==> config.mk <==
export PLATFORM = sky130hd
export DESIGN_NAME = nvc_host
export DESIGN_NICKNAME = d
export VERILOG_FILES = /design/src/nvc_pkg.sv /design/src/nvc_sync.sv /design/src/nvc_host.sv
export SDC_FILE = /design/constraint.sdc
export NUM_CORES = 1
export LEC_CHECK = 0
export BUFFER_PORTS_ARGS = -buffer_cell sky130_fd_sc_hd__buf_2
export CORE_AREA = 2 2 75 131
export CTS_CLUSTER_SIZE = 10
export DETAILED_ROUTE_END_ITERATION = 10
export DIE_AREA = 0 0 77 133
export HOLD_SLACK_MARGIN = 0.15
export PLACE_DENSITY = 0.75
export SYNTH_ARGS = -nofsm -noshare
export SYNTH_HDL_FRONTEND = slang
export SYNTH_SLANG_ARGS = --single-unit
==> constraint.sdc <==
create_clock -name clock_in -period 2.6 [get_ports clock_in]
set_input_delay 0.13 -clock clock_in [delete_from_list [all_inputs] [get_ports clock_in]]
set_output_delay 0.13 -clock clock_in [all_outputs]
set_load 0.02 [all_outputs]
==> src/nvc_pkg.sv <==
// Notes on behaviour
// software commands use only chip-select-timed reads
// six reads to fixed addresses, fixed order
// write strobe high throughout command sequence
// device acts within 70 us after sixth read
// bus locked out during operation; recall 50 us
// store skipped when no write since last
// hardware store pin low at least 15 ns
// device drains cycles 1 to 70 us
// store pin high during ordinary cycles
// out-of-order read aborts partial command sequence
//
// Purpose: constants and state types of the nonvolatile SRAM host controller
// Assumes: 20 MHz controller clock
// Notes:   command address list must match the attached part
package nvc_pkg;
   localparam int CLK_PERIOD_NS = 50;
   localparam int CNT_W = 18;
   localparam int ADDR_W = 17;
   localparam int DATA_W = 8;
   localparam int SYNC_STAGES = 2;

   // printed times
   localparam int READ_ACCESS_NS = 45;
   localparam int WRITE_PULSE_NS = 30;
   localparam int STORE_PULSE_MIN_NS = 15;
   localparam int SOFT_CMD_LATENCY_US = 70;
   localparam int RECALL_DURATION_US = 50;
   localparam int CYCLE_DRAIN_TIME_MAX_US = 70;
   localparam int STORE_DURATION_US = 12500;

   // derived cycle counts
   localparam int ACC_CYC = (READ_ACCESS_NS + CLK_PERIOD_NS - 1) / CLK_PERIOD_NS;
   localparam int RD_ACT_CYC = ACC_CYC + SYNC_STAGES + 1;
   localparam int WR_ACT_CYC = (WRITE_PULSE_NS + CLK_PERIOD_NS - 1) / CLK_PERIOD_NS;
   localparam int PULSE_CYC = (STORE_PULSE_MIN_NS + CLK_PERIOD_NS - 1) / CLK_PERIOD_NS;
   localparam int SOFT_CYC = (SOFT_CMD_LATENCY_US * 1000 + CLK_PERIOD_NS - 1) / CLK_PERIOD_NS;
   localparam int RECALL_CYC = (RECALL_DURATION_US * 1000 + CLK_PERIOD_NS - 1) / CLK_PERIOD_NS;
   localparam int DRAIN_CYC =
      (CYCLE_DRAIN_TIME_MAX_US * 1000 + CLK_PERIOD_NS - 1) / CLK_PERIOD_NS;
   localparam int STORE_CYC_DEF = (STORE_DURATION_US * 1000 + CLK_PERIOD_NS - 1) / CLK_PERIOD_NS;

   // six-read command sequence; values must be set for the attached part
   localparam int SEQ_LEN = 6;
   localparam logic [ADDR_W-1:0] SEQ_ADDR [SEQ_LEN] = '{
      17'h00001, 17'h00002, 17'h00003, 17'h00004, 17'h00005, 17'h00006};
   localparam logic [ADDR_W-1:0] SEQ_LAST_STORE = 17'h00007;
   localparam logic [ADDR_W-1:0] SEQ_LAST_RECALL = 17'h00008;

   // user operation codes
   localparam logic [2:0] OP_READ = 3'h0;
   localparam logic [2:0] OP_WRITE = 3'h1;
   localparam logic [2:0] OP_SOFT_STORE = 3'h2;
   localparam logic [2:0] OP_SOFT_RECALL = 3'h3;
   localparam logic [2:0] OP_HW_STORE = 3'h4;

   typedef enum logic [2:0] {
      NVC_IDLE = 3'h0,
      NVC_ACT = 3'h1,
      NVC_GAP = 3'h3,
      NVC_WCMD = 3'h2,
      NVC_WOP = 3'h6,
      NVC_HPUL = 3'h7,
      NVC_HWAIT = 3'h5
   } nvc_state_e;

   typedef struct packed {
      nvc_state_e st;
      logic [CNT_W-1:0] cnt;
      logic [2:0] idx;
      logic [2:0] op;
      logic phase;
      logic dirty;
      logic skip;
      logic rsp;
      logic [ADDR_W-1:0] addr;
      logic [DATA_W-1:0] wdata;
      logic [DATA_W-1:0] rdata;
      logic ce_n;
      logic oe_n;
      logic we_n;
      logic dq_oe_n;
      logic store_pin_oe_n;
   } nvc_state_s;
endpackage

==> src/nvc_sync.sv <==
// Purpose: two-flop synchroniser for asynchronous pin inputs
// Assumes: single clock domain, synchronous reset
// Notes:   only the second stage is visible outside
`timescale 1ns/1ns
`default_nettype none
module nvc_sync
   #(parameter int W = 1,
     parameter logic [W-1:0] RST_VAL = '0)
   (
   // clock and reset
   input wire logic clock_in,
   input wire logic sys_rst_in,
   // data
   input wire logic [W-1:0] d_in,
   output logic [W-1:0] q_out
   );
   typedef struct packed {
      logic [W-1:0] s1;
      logic [W-1:0] s2;
   } nvc_sync_s;

   nvc_sync_s q_r;
   nvc_sync_s q_nxt;

   always_comb
   begin
      q_nxt.s1 = d_in;
      q_nxt.s2 = q_r.s1;
   end

   always_ff @(posedge clock_in)
   begin
      if (sys_rst_in)
      begin
         q_r <= {RST_VAL, RST_VAL};
      end
      else
      begin
         q_r <= q_nxt;
      end
   end

   assign q_out = q_r.s2;
endmodule // nvc_sync
`default_nettype wire

==> src/nvc_host.sv <==
// Purpose: host controller for nonvolatile SRAM reads, writes, store and recall
// Assumes: one request at a time; pin inputs synchronised here
// Notes:   bus stays idle while a nonvolatile operation runs
`timescale 1ns/1ns
`default_nettype none
module nvc_host
   import nvc_pkg::*;
   #(parameter int STORE_CYC = STORE_CYC_DEF)
   (
   // clock and reset
   input wire logic clock_in,
   input wire logic sys_rst_in,
   // user requests
   input wire logic req_valid_in,
   output logic req_ready_out,
   input wire logic [2:0] req_op_in,
   input wire logic [ADDR_W-1:0] req_addr_in,
   input wire logic [DATA_W-1:0] req_wdata_in,
   // user answers
   output logic rsp_valid_out,
   output logic [DATA_W-1:0] rsp_rdata_out,
   output logic busy_out,
   output logic store_skipped_out,
   // sram pins
   output logic [ADDR_W-1:0] sram_addr_out,
   output logic sram_ce_n_out,
   output logic sram_oe_n_out,
   output logic sram_we_n_out,
   input wire logic [DATA_W-1:0] sram_dq_in,
   output logic [DATA_W-1:0] sram_dq_out,
   output logic sram_dq_oe_n_out,
   // hardware store pin, open drain
   input wire logic hw_store_busy_n_in,
   output logic hw_store_busy_n_out,
   output logic hw_store_busy_n_oe_n_out
   );
   nvc_state_s q_r;
   nvc_state_s q_nxt;
   logic [DATA_W-1:0] dq_sync;
   logic store_pin_sync;

   localparam logic [CNT_W-1:0] RD_LOAD = CNT_W'(RD_ACT_CYC - 1);
   localparam logic [CNT_W-1:0] WR_LOAD = CNT_W'(WR_ACT_CYC - 1);
   localparam logic [CNT_W-1:0] PUL_LOAD = CNT_W'(PULSE_CYC - 1);
   localparam logic [CNT_W-1:0] SOFT_LOAD = CNT_W'(SOFT_CYC - 1);
   localparam logic [CNT_W-1:0] REC_LOAD = CNT_W'(RECALL_CYC - 1);
   // margin covers the synchroniser lag on the store pin
   localparam logic [CNT_W-1:0] DRN_LOAD = CNT_W'(DRAIN_CYC + SYNC_STAGES);
   localparam logic [CNT_W-1:0] STO_LOAD = CNT_W'(STORE_CYC - 1);

   // address of read number i of a command sequence
   function automatic logic [ADDR_W-1:0] seq_addr(input logic [2:0] i, input logic [2:0] op);
      logic [ADDR_W-1:0] a;
      a = SEQ_ADDR[0];
      if (i == 3'(SEQ_LEN - 1))
      begin
         a = (op == OP_SOFT_STORE) ? SEQ_LAST_STORE : SEQ_LAST_RECALL;
      end
      else if (i < 3'(SEQ_LEN))
      begin
         a = SEQ_ADDR[i];
      end
      return a;
   endfunction

   nvc_sync #(.W(DATA_W), .RST_VAL('0)) u_dq_sync (
      .clock_in(clock_in),
      .sys_rst_in(sys_rst_in),
      .d_in(sram_dq_in),
      .q_out(dq_sync)
   );

   nvc_sync #(.W(1), .RST_VAL(1'b1)) u_store_pin_sync (
      .clock_in(clock_in),
      .sys_rst_in(sys_rst_in),
      .d_in(hw_store_busy_n_in),
      .q_out(store_pin_sync)
   );

   always_comb
   begin
      q_nxt = q_r;
      q_nxt.rsp = 1'b0;
      case (q_r.st)
         NVC_IDLE:
         begin
            if (req_valid_in)
            begin
               q_nxt.op = req_op_in;
               q_nxt.skip = 1'b0;
               q_nxt.idx = 3'h0;
               q_nxt.phase = 1'b0;
               if (req_op_in == OP_HW_STORE)
               begin
                  q_nxt.store_pin_oe_n = 1'b0;
                  q_nxt.cnt = PUL_LOAD;
                  q_nxt.st = NVC_HPUL;
               end
               else if (req_op_in == OP_WRITE)
               begin
                  q_nxt.addr = req_addr_in;
                  q_nxt.wdata = req_wdata_in;
                  q_nxt.ce_n = 1'b0;
                  q_nxt.we_n = 1'b0;
                  q_nxt.dq_oe_n = 1'b0;
                  q_nxt.dirty = 1'b1;
                  q_nxt.cnt = WR_LOAD;
                  q_nxt.st = NVC_ACT;
               end
               else
               begin
                  // reads and first read of a command sequence R1 R3
                  q_nxt.addr = (req_op_in == OP_READ) ? req_addr_in : seq_addr(3'h0, req_op_in);
                  q_nxt.ce_n = 1'b0;
                  q_nxt.oe_n = 1'b0;
                  q_nxt.cnt = RD_LOAD;
                  q_nxt.st = NVC_ACT;
               end
            end
         end
         NVC_ACT:
         begin
            if (q_r.cnt == '0)
            begin
               if (q_r.op == OP_READ)
               begin
                  q_nxt.rdata = dq_sync;
               end
               q_nxt.ce_n = 1'b1;
               q_nxt.oe_n = 1'b1;
               q_nxt.we_n = 1'b1;
               q_nxt.dq_oe_n = 1'b1;
               q_nxt.st = NVC_GAP;
            end
            else
            begin
               q_nxt.cnt = q_r.cnt - 1'b1;
            end
         end
         NVC_GAP:
         begin
            if (q_r.op == OP_SOFT_STORE || q_r.op == OP_SOFT_RECALL)
            begin
               if (q_r.idx == 3'(SEQ_LEN - 1))
               begin
                  q_nxt.cnt = SOFT_LOAD;
                  q_nxt.st = NVC_WCMD;
               end
               else
               begin
                  // next read follows straight on, in list order R2 R10
                  q_nxt.idx = q_r.idx + 1'b1;
                  q_nxt.addr = seq_addr(q_r.idx + 1'b1, q_r.op);
                  q_nxt.ce_n = 1'b0;
                  q_nxt.oe_n = 1'b0;
                  q_nxt.cnt = RD_LOAD;
                  q_nxt.st = NVC_ACT;
               end
            end
            else
            begin
               q_nxt.rsp = 1'b1;
               q_nxt.st = NVC_IDLE;
            end
         end
         NVC_WCMD:
         begin
            if (q_r.cnt != '0)
            begin
               q_nxt.cnt = q_r.cnt - 1'b1;
            end
            else if (q_r.op == OP_SOFT_RECALL)
            begin
               q_nxt.cnt = REC_LOAD;
               q_nxt.dirty = 1'b0;
               q_nxt.st = NVC_WOP;
            end
            else if (q_r.dirty)
            begin
               q_nxt.cnt = STO_LOAD;
               q_nxt.dirty = 1'b0;
               q_nxt.st = NVC_WOP;
            end
            else
            begin
               q_nxt.skip = 1'b1;
               q_nxt.rsp = 1'b1;
               q_nxt.st = NVC_IDLE;
            end
         end
         NVC_WOP:
         begin
            // bus held idle until the operation is over R5
            if (q_r.cnt != '0)
            begin
               q_nxt.cnt = q_r.cnt - 1'b1;
            end
            else
            begin
               q_nxt.rsp = 1'b1;
               q_nxt.st = NVC_IDLE;
            end
         end
         NVC_HPUL:
         begin
            if (q_r.cnt != '0)
            begin
               q_nxt.cnt = q_r.cnt - 1'b1;
            end
            else
            begin
               q_nxt.store_pin_oe_n = 1'b1;
               q_nxt.cnt = DRN_LOAD;
               q_nxt.st = NVC_HWAIT;
            end
         end
         NVC_HWAIT:
         begin
            // drain window first, then poll busy pin with a store timeout
            if (q_r.cnt != '0 && !(q_r.phase && store_pin_sync))
            begin
               q_nxt.cnt = q_r.cnt - 1'b1;
            end
            else if (q_r.cnt == '0 && !q_r.phase && !store_pin_sync)
            begin
               q_nxt.phase = 1'b1;
               q_nxt.cnt = STO_LOAD;
            end
            else
            begin
               // skip decided at the end so that it rises together with rsp
               q_nxt.skip = ~q_r.dirty;
               q_nxt.dirty = 1'b0;
               q_nxt.rsp = 1'b1;
               q_nxt.st = NVC_IDLE;
            end
         end
         default:
         begin
            q_nxt.st = NVC_IDLE;
         end
      endcase
   end

   always_ff @(posedge clock_in)
   begin
      if (sys_rst_in)
      begin
         q_r <= '{st: NVC_IDLE, cnt: '0, idx: '0, op: '0, phase: 1'b0, dirty: 1'b1,
                  skip: 1'b0, rsp: 1'b0, addr: '0, wdata: '0, rdata: '0, ce_n: 1'b1,
                  oe_n: 1'b1, we_n: 1'b1, dq_oe_n: 1'b1, store_pin_oe_n: 1'b1};
      end
      else
      begin
         q_r <= q_nxt;
      end
   end

   assign req_ready_out = (q_r.st == NVC_IDLE);
   assign rsp_valid_out = q_r.rsp;
   assign rsp_rdata_out = q_r.rdata;
   assign busy_out = (q_r.st != NVC_IDLE);
   assign store_skipped_out = q_r.skip;
   assign sram_addr_out = q_r.addr;
   assign sram_ce_n_out = q_r.ce_n;
   assign sram_oe_n_out = q_r.oe_n;
   assign sram_we_n_out = q_r.we_n;
   assign sram_dq_out = q_r.wdata;
   assign sram_dq_oe_n_out = q_r.dq_oe_n;
   assign hw_store_busy_n_out = 1'b0;
   assign hw_store_busy_n_oe_n_out = q_r.store_pin_oe_n;

   logic soft_op;
   assign soft_op = (q_r.op == OP_SOFT_STORE) || (q_r.op == OP_SOFT_RECALL);
endmodule // nvc_host
`default_nettype wire

==> metrics, run 1 <==
clock latency on the worst-skew pair=360 ps; final hold vios=0; Crit. End Element=flip-flop; drt first pass iters=6; clock sinks=86; most frequent cell on the critical path=buf_4; Post-DRT Antenna Nets=0; antenna violations before repair=0; routed vias=4757; Clock Tree Root=clkbuf_16; FF+latch count, synth=86; relative slew slack=52.9%; worst-margin pin slew=707 ps; syn_area_per_cell=7.90 um2; sequential area share after synthesis=37.4%; average wire per standard cell=17.8 um; H-tree level count=3; EDFF count, synth=0; synth warn=0; Startpoint Class=flip-flop; drt via density=5.88; Num CTS Buffers=9; ANT cells=0; Die Span Y=133 um; Tmin final=approximately 2400 ps; most common cell after layout, fill and taps aside=dfxtp_1; CTS Buffer Depth=2; Post-Syn Nets=628; port bufs=81; final net count=about 730; Max Slew Vio Count=0; Fill cells=814; clock-pin slew on the worst setup and hold paths=70 ps; final setup vio count=0; Top Ports=83; LEAKAGE=2.49 nW; most frequent cells in the layout=dfxtp_1, buf_2, nor2_1; first-pass GRT wire length=between 20000 and 25000 um; PwrDens=1110 nW/um2; CP arrival=approximately 2700 ps; crit path kind=flip-flop to flip-flop; Rows=47; setup_tns=0 ps; core area=9290 um2; ratio of cells with drive above 1 in the final layout=between 20% and 30%; Critical Path Max Stage Delay=between 300 and 400 ps; maximum clock rate=around 400 MHz; hold crit path type=primary input to flip-flop; gp weighted congestion=0.987; synthesized cell area=4610 um2; Crit Path Max Fanout=10; largest net degree at the start of global routing=38; CP required=2830 ps; Layout Utilization=62.1%; Synth Instances=583; Top FF cell, synth=dfxtp_1; fraction of registers with async set/reset=0%; routed wire length=14400 um; RSZ-0062 raised after global routing=no; synthesis-to-finish area growth=25.3%; Tcrit/Tclk final=93.8%; VDD IR max=roughly 820 uV; HPWL after detailed placement=10300 um; status=completed; critical path's slowest cell=dfxtp_1; Total GRT Usage=roughly 29%; Residual DRC=0; number of distinct library cells after synthesis=65; GR Overflow Total=0; width of the die=77 um; Starting Density=49.6%; clock skew=10.2 ps; DR iter-0 viols=298; Die Area=slightly above 10000 um2; Hold Slack=200 ps; CP cell instances=inv_1, ha_1, nor4b_2, buf_4, and3_1, a31oi_2, nand3_1, buf_4, a21oi_1, o22ai_2; max_cap viols=0; vias in the first global route=4782; CTS tree=done
[cells by family after synthesis]
group           after synthesis  share of synthesized area, %
compound gates              146                          20.4
xor+xnor                      3                         0.571
fa+ha+maj                     6                          1.58
buf+inv                      82                          9.73
flops                        86                          37.4
mux                          20                          4.35
other cells                   1                        0.0814
simple gates                239                          25.9
[what timing repair did]
action | in CTS | in global routing
endpoints found under the setup margin | 0 | 23
hold endpoints to repair | 36 | 0
resized for setup | 0 | 7
setup buffers | 0 | 0
hold buffers | 36 | 0
[final timing paths]
check / from / slack (ps) / to / depth (start not counted)
worst max-delay path: q_r[48] / 160 / q_r[65] / 10
worst min-delay path: req_valid_in / 200 / q_r[67] / 3
worst max register to register: q_r[48] / 160 / q_r[65] / 10
worst min register to register: u_store_pin_sync.q_nxt[0] / 410 / u_store_pin_sync.q_out / 1
[layout make-up]
class / instances / area [um2] / share of cell area [%]
clock buffers: 9 / 225 / 3.90
clock inverters: 7 / 73.8 / 1.28
inverters: 12 / 45.0 / 0.781
multi-input cells: 415 / 2460 / 42.7
flip-flops and latches: 86 / 1720 / 29.8
well taps: 122 / 153 / 2.65
repair buffers: 158 / 1090 / 18.8
[power by group]
group | switching [mW] | internal (mW)
sequential | 0.191 | 1.49
combinational | 2.04 | 1.41
clock | 0.607 | 0.679
[cell usage after synthesis, types with 5 or more instances]
| master | number | area [um2] |
|---|---|---|
| a211oi_1 | 5 | 37.5 |
| a21oi_1 | 42 | 210 |
| a311oi_1 | 5 | 43.8 |
| a31oi_1 | 9 | 56.3 |
| buf_4 | 36 | 270 |
| clkbuf_1 | 27 | 101 |
| dfxtp_1 | 86 | 1720 |
| ha_1 | 5 | 62.6 |
| inv_1 | 11 | 41.3 |
| mux2i_1 | 20 | 200 |
| nand2_1 | 55 | 206 |
| nand2b_1 | 6 | 37.5 |
| nand3_1 | 32 | 160 |
| nor2_1 | 64 | 240 |
| nor2b_1 | 24 | 150 |
| nor3_1 | 20 | 100 |
| o21ai_0 | 34 | 170 |
| o22ai_1 | 7 | 43.8 |
| o31ai_1 | 6 | 45.0 |
[stage by stage]
step                      power (mW)  setup slack (ps)  instance area [um2]  instances
after floorplan                 3.79               179                 4610        583
after global placement          4.93               146                 5080        757
after detailed placement        4.96               150                 5080        757
after CTS                       6.29               118                 5740        809
after global routing            6.79              20.0                 5770        809
final                           6.42               161                 5770        809
[per-layer routing]
layer	wire [um]	track usage (%)	vias up	part of all wire [%]
met1	5080	28.4	2220	35
met2	7800	53.1	219	54
met5	0	0	-	0
met4	841	19.9	0	5.8
met3	706	4.30	71	4.9
li1	-	-	2247	-
[registers in the layout (all words and copies together) (netlist names)]
register / flops
u_dq_sync.q_out: 8
hw_store_busy_n_oe_n_out: 1
sram_we_n_out: 1
u_store_pin_sync.q_nxt: 1
u_store_pin_sync.q_out: 1
store_skipped_out: 1
rsp_valid_out: 1
sram_ce_n_out: 1
rsp_rdata_out: 8
sram_addr_out: 17
u_dq_sync.q_nxt: 8
sram_dq_out: 8
sram_oe_n_out: 1
q_r: 29
[worst max-delay path: cells and delay by family (launching register included)]
kind	cells	cell delay, ps
and+or+nand+nor	3	690
buffers and inverters	3	530
DFF	1	390
AOI/OAI and AO/OA	3	460
adders and majority gates	1	240
Power figures use the tool's default switching activity.
==> run 2: changes to the inputs <==
--- a/config.mk
+++ b/config.mk
@@ -12,6 +12,8 @@
 export DIE_AREA = 0 0 77 133
 export HOLD_SLACK_MARGIN = 0.15
 export PLACE_DENSITY = 0.75
+export REMOVE_ABC_BUFFERS = 1
 export SYNTH_ARGS = -nofsm -noshare
 export SYNTH_HDL_FRONTEND = slang
 export SYNTH_SLANG_ARGS = --single-unit
+export TNS_END_PERCENT = 100
==> run 2 against run 1 <==
Clock power hardly changed; fmax decreased by 1.2%; clock-buffer cell count did not move; sequential share of layout area about the same; first-iteration DRC count is 11% lower; sequential cell count unchanged; wire length is 0.58% higher; utilization increased by 0.094 points; setup slack got worse by 29 ps; cell count unchanged; sequential power is essentially flat; clock skew shrank 2.3 ps; critical path type unchanged; critical endpoint is now q_r[67]; largest power group unchanged; highest routed layer unchanged.
==> metrics, run 2 (synthesis gave the netlist of run 1 again) <==
status=completed; FF-to-FF End=q_r[67]; clock skew=7.90 ps (-2.29 ps); WHS Endpoint=sram_addr_out[2]; R2R Setup Slk=130 ps (-30 ps); Tmin final=2470 ps (+28.7 ps); port bufs=81 (unchanged); Die Span Y=133 um (unchanged); CP required=2800 ps (-30 ps); LEAKAGE=2.50 nW (+0.37%); ANT cells=0 (unchanged); FF-to-FF Start=q_r[48]; ratio of cells with drive above 1 in the final layout=23.0% (+0.15 points); drt via density=5.79 (-1.5%); Rows=47 (unchanged); hold crit path type=primary input to flip-flop; Tcrit/Tclk final=94.9% (+1.1 points); Num CTS Buffers=9 (unchanged); most common cell after layout, fill and taps aside=dfxtp_1; width of the die=77 um (unchanged); Crit Path Max Fanout=6 (-4); drt first pass iters=8 (+2); Startpoint Class=flip-flop; clock-pin slew on the worst setup and hold paths=70 ps (about the same); VDD IR max=557 uV (-32%); synthesis-to-finish area growth=25.5%; worst-margin pin slew=594 ps (-112 ps); clock sinks=86 (unchanged); DR iter-0 viols=264 (-11%); launch point of the worst hold path=req_addr_in[2]; max reg flops=29 (unchanged); Hold Slack=166 ps (-34.1 ps); Max Slew Vio Count=0 (unchanged); Clock Tree Root=clkbuf_16; Post-DRT Antenna Nets=0 (unchanged); routed vias=4686 (-1.5%); average wire per standard cell=17.9 um (+0.58%); Crit. End Element=flip-flop; CTS tree=done; Worst Reg2Reg Path Length in Cells=9 (-1); CTS Buffer Depth=2 (unchanged); Reg with most FFs=q_r; routed wire length=14500 um (+0.58%); antenna violations before repair=0 (unchanged); Starting Density=49.6% (unchanged); maximum clock rate=405 MHz (-1.2%); vias in the first global route=4715 (-1.4%); final hold vios=0 (unchanged); gp weighted congestion=0.950 (-3.7%); first-pass GRT wire length=23200 um (+0.21%); setup_tns=0 ps (unchanged); CP arrival=2660 ps (about the same); critical path's slowest cell=a2111oi_1; H-tree level count=3 (unchanged); final setup vio count=0 (unchanged); Post-CTS Setup Inserts=0 (unchanged); worst hold path stage count=5 (+2); final net count=727 (unchanged); crit path kind=flip-flop to flip-flop; most frequent cell on the critical path=nor2_1; most frequent cells in the layout=dfxtp_1, buf_2, nor2_1; core area=9290 um2 (unchanged); CP cell instances=inv_1, ha_1, nor4b_4, nand3_2, buf_4, nor2_1, nor2_1, a2111oi_1, a2111oi_0; max_cap viols=0 (unchanged); Residual DRC=0 (unchanged); PwrDens=1110 nW/um2 (-0.33%); Layout Utilization=62.2% (+0.094 points); Die Area=10200 um2 (unchanged); Critical Path Max Stage Delay=490 ps (+100 ps); HPWL after detailed placement=10300 um (+0.43%); Total GRT Usage=28.6% (+0.051 points); relative slew slack=60.4% (+7.5 points); clock latency on the worst-skew pair=340 ps (-20 ps); Top Ports=83 (unchanged); GR Overflow Total=0 (unchanged); largest net degree at the start of global routing=57 (+50%)
==> run 2: cell count changes in the layout (fill, tap and decap cells not counted), sizes merged <==
cell	change
buf	+1
clkinv	+1
dlygate4sd3	-1
inv	-1
==> run 2: worst max-delay path: cells and delay by family (launching register included) <==
kind	cells	cell delay, ps
compound gates	2	630
buf+inv	2	320
simple gates	4	800
fa+ha+maj	1	220
flops	1	350
==> run 2: repair_timing <==
item | in CTS | in global routing
setup endpoints to repair | 0 | 27
gates resized for setup | 0 | 11
endpoints found under the hold margin | 35 | 0
hold buffers | 35 | 0
==> run 2: per-stage QoR <==
step           power (mW)  cell area, um2  worst slack (ps)  cells
2_1_floorplan        3.61            4200              18.7    513
5_1_grt              6.81            5780              -134    809
3_5_place_dp         4.92            5090               129    758
3_3_place_gp         4.89            5090               199    758
4_1_cts              6.25            5740               103    809
6_report             6.41            5780               133    809
==> run 2: where the power goes <==
part	internal [mW]	switching, mW	leakage, nW	total (mW)
logic	1.40	2.06	1.65	3.45
clock network	0.681	0.606	0.148	1.29
registers	1.49	0.178	0.701	1.67
==> run 2: worst max path at each step <==
stage	start	endpoint	slack [ps]	cells after the start
floorplan	q_r[48]	q_r[51]	20	8
global route	q_r[48]	q_r[67]	-130	9
global placement	q_r[48]	q_r[51]	200	10
detailed placement	q_r[48]	q_r[48]	130	10
finish	q_r[48]	q_r[67]	130	9
CTS	q_r[48]	q_r[48]	100	10
==> run 2: cell type report <==
class                   instances  area [um2]
flip-flops and latches         86        1720
multi-input cells             415        2470
clock inverters                 7        76.3
inverters                      12        45.0
well taps                     122         153
fillers                       796        3510
clock buffers                   9         225
repair buffers                158        1080
==> run 2: metal layers <==
metal  global-route usage, %  up-vias  part of all wire (%)  wire length (um)
met3                    6.28       62                   4.1               602
met4                    17.8        0                   5.7               830
met2                    53.7      179                    55              7910
met1                    27.8     2195                    36              5170
li1                        -     2250                     -                 -
met5                       0        -                     0                 0
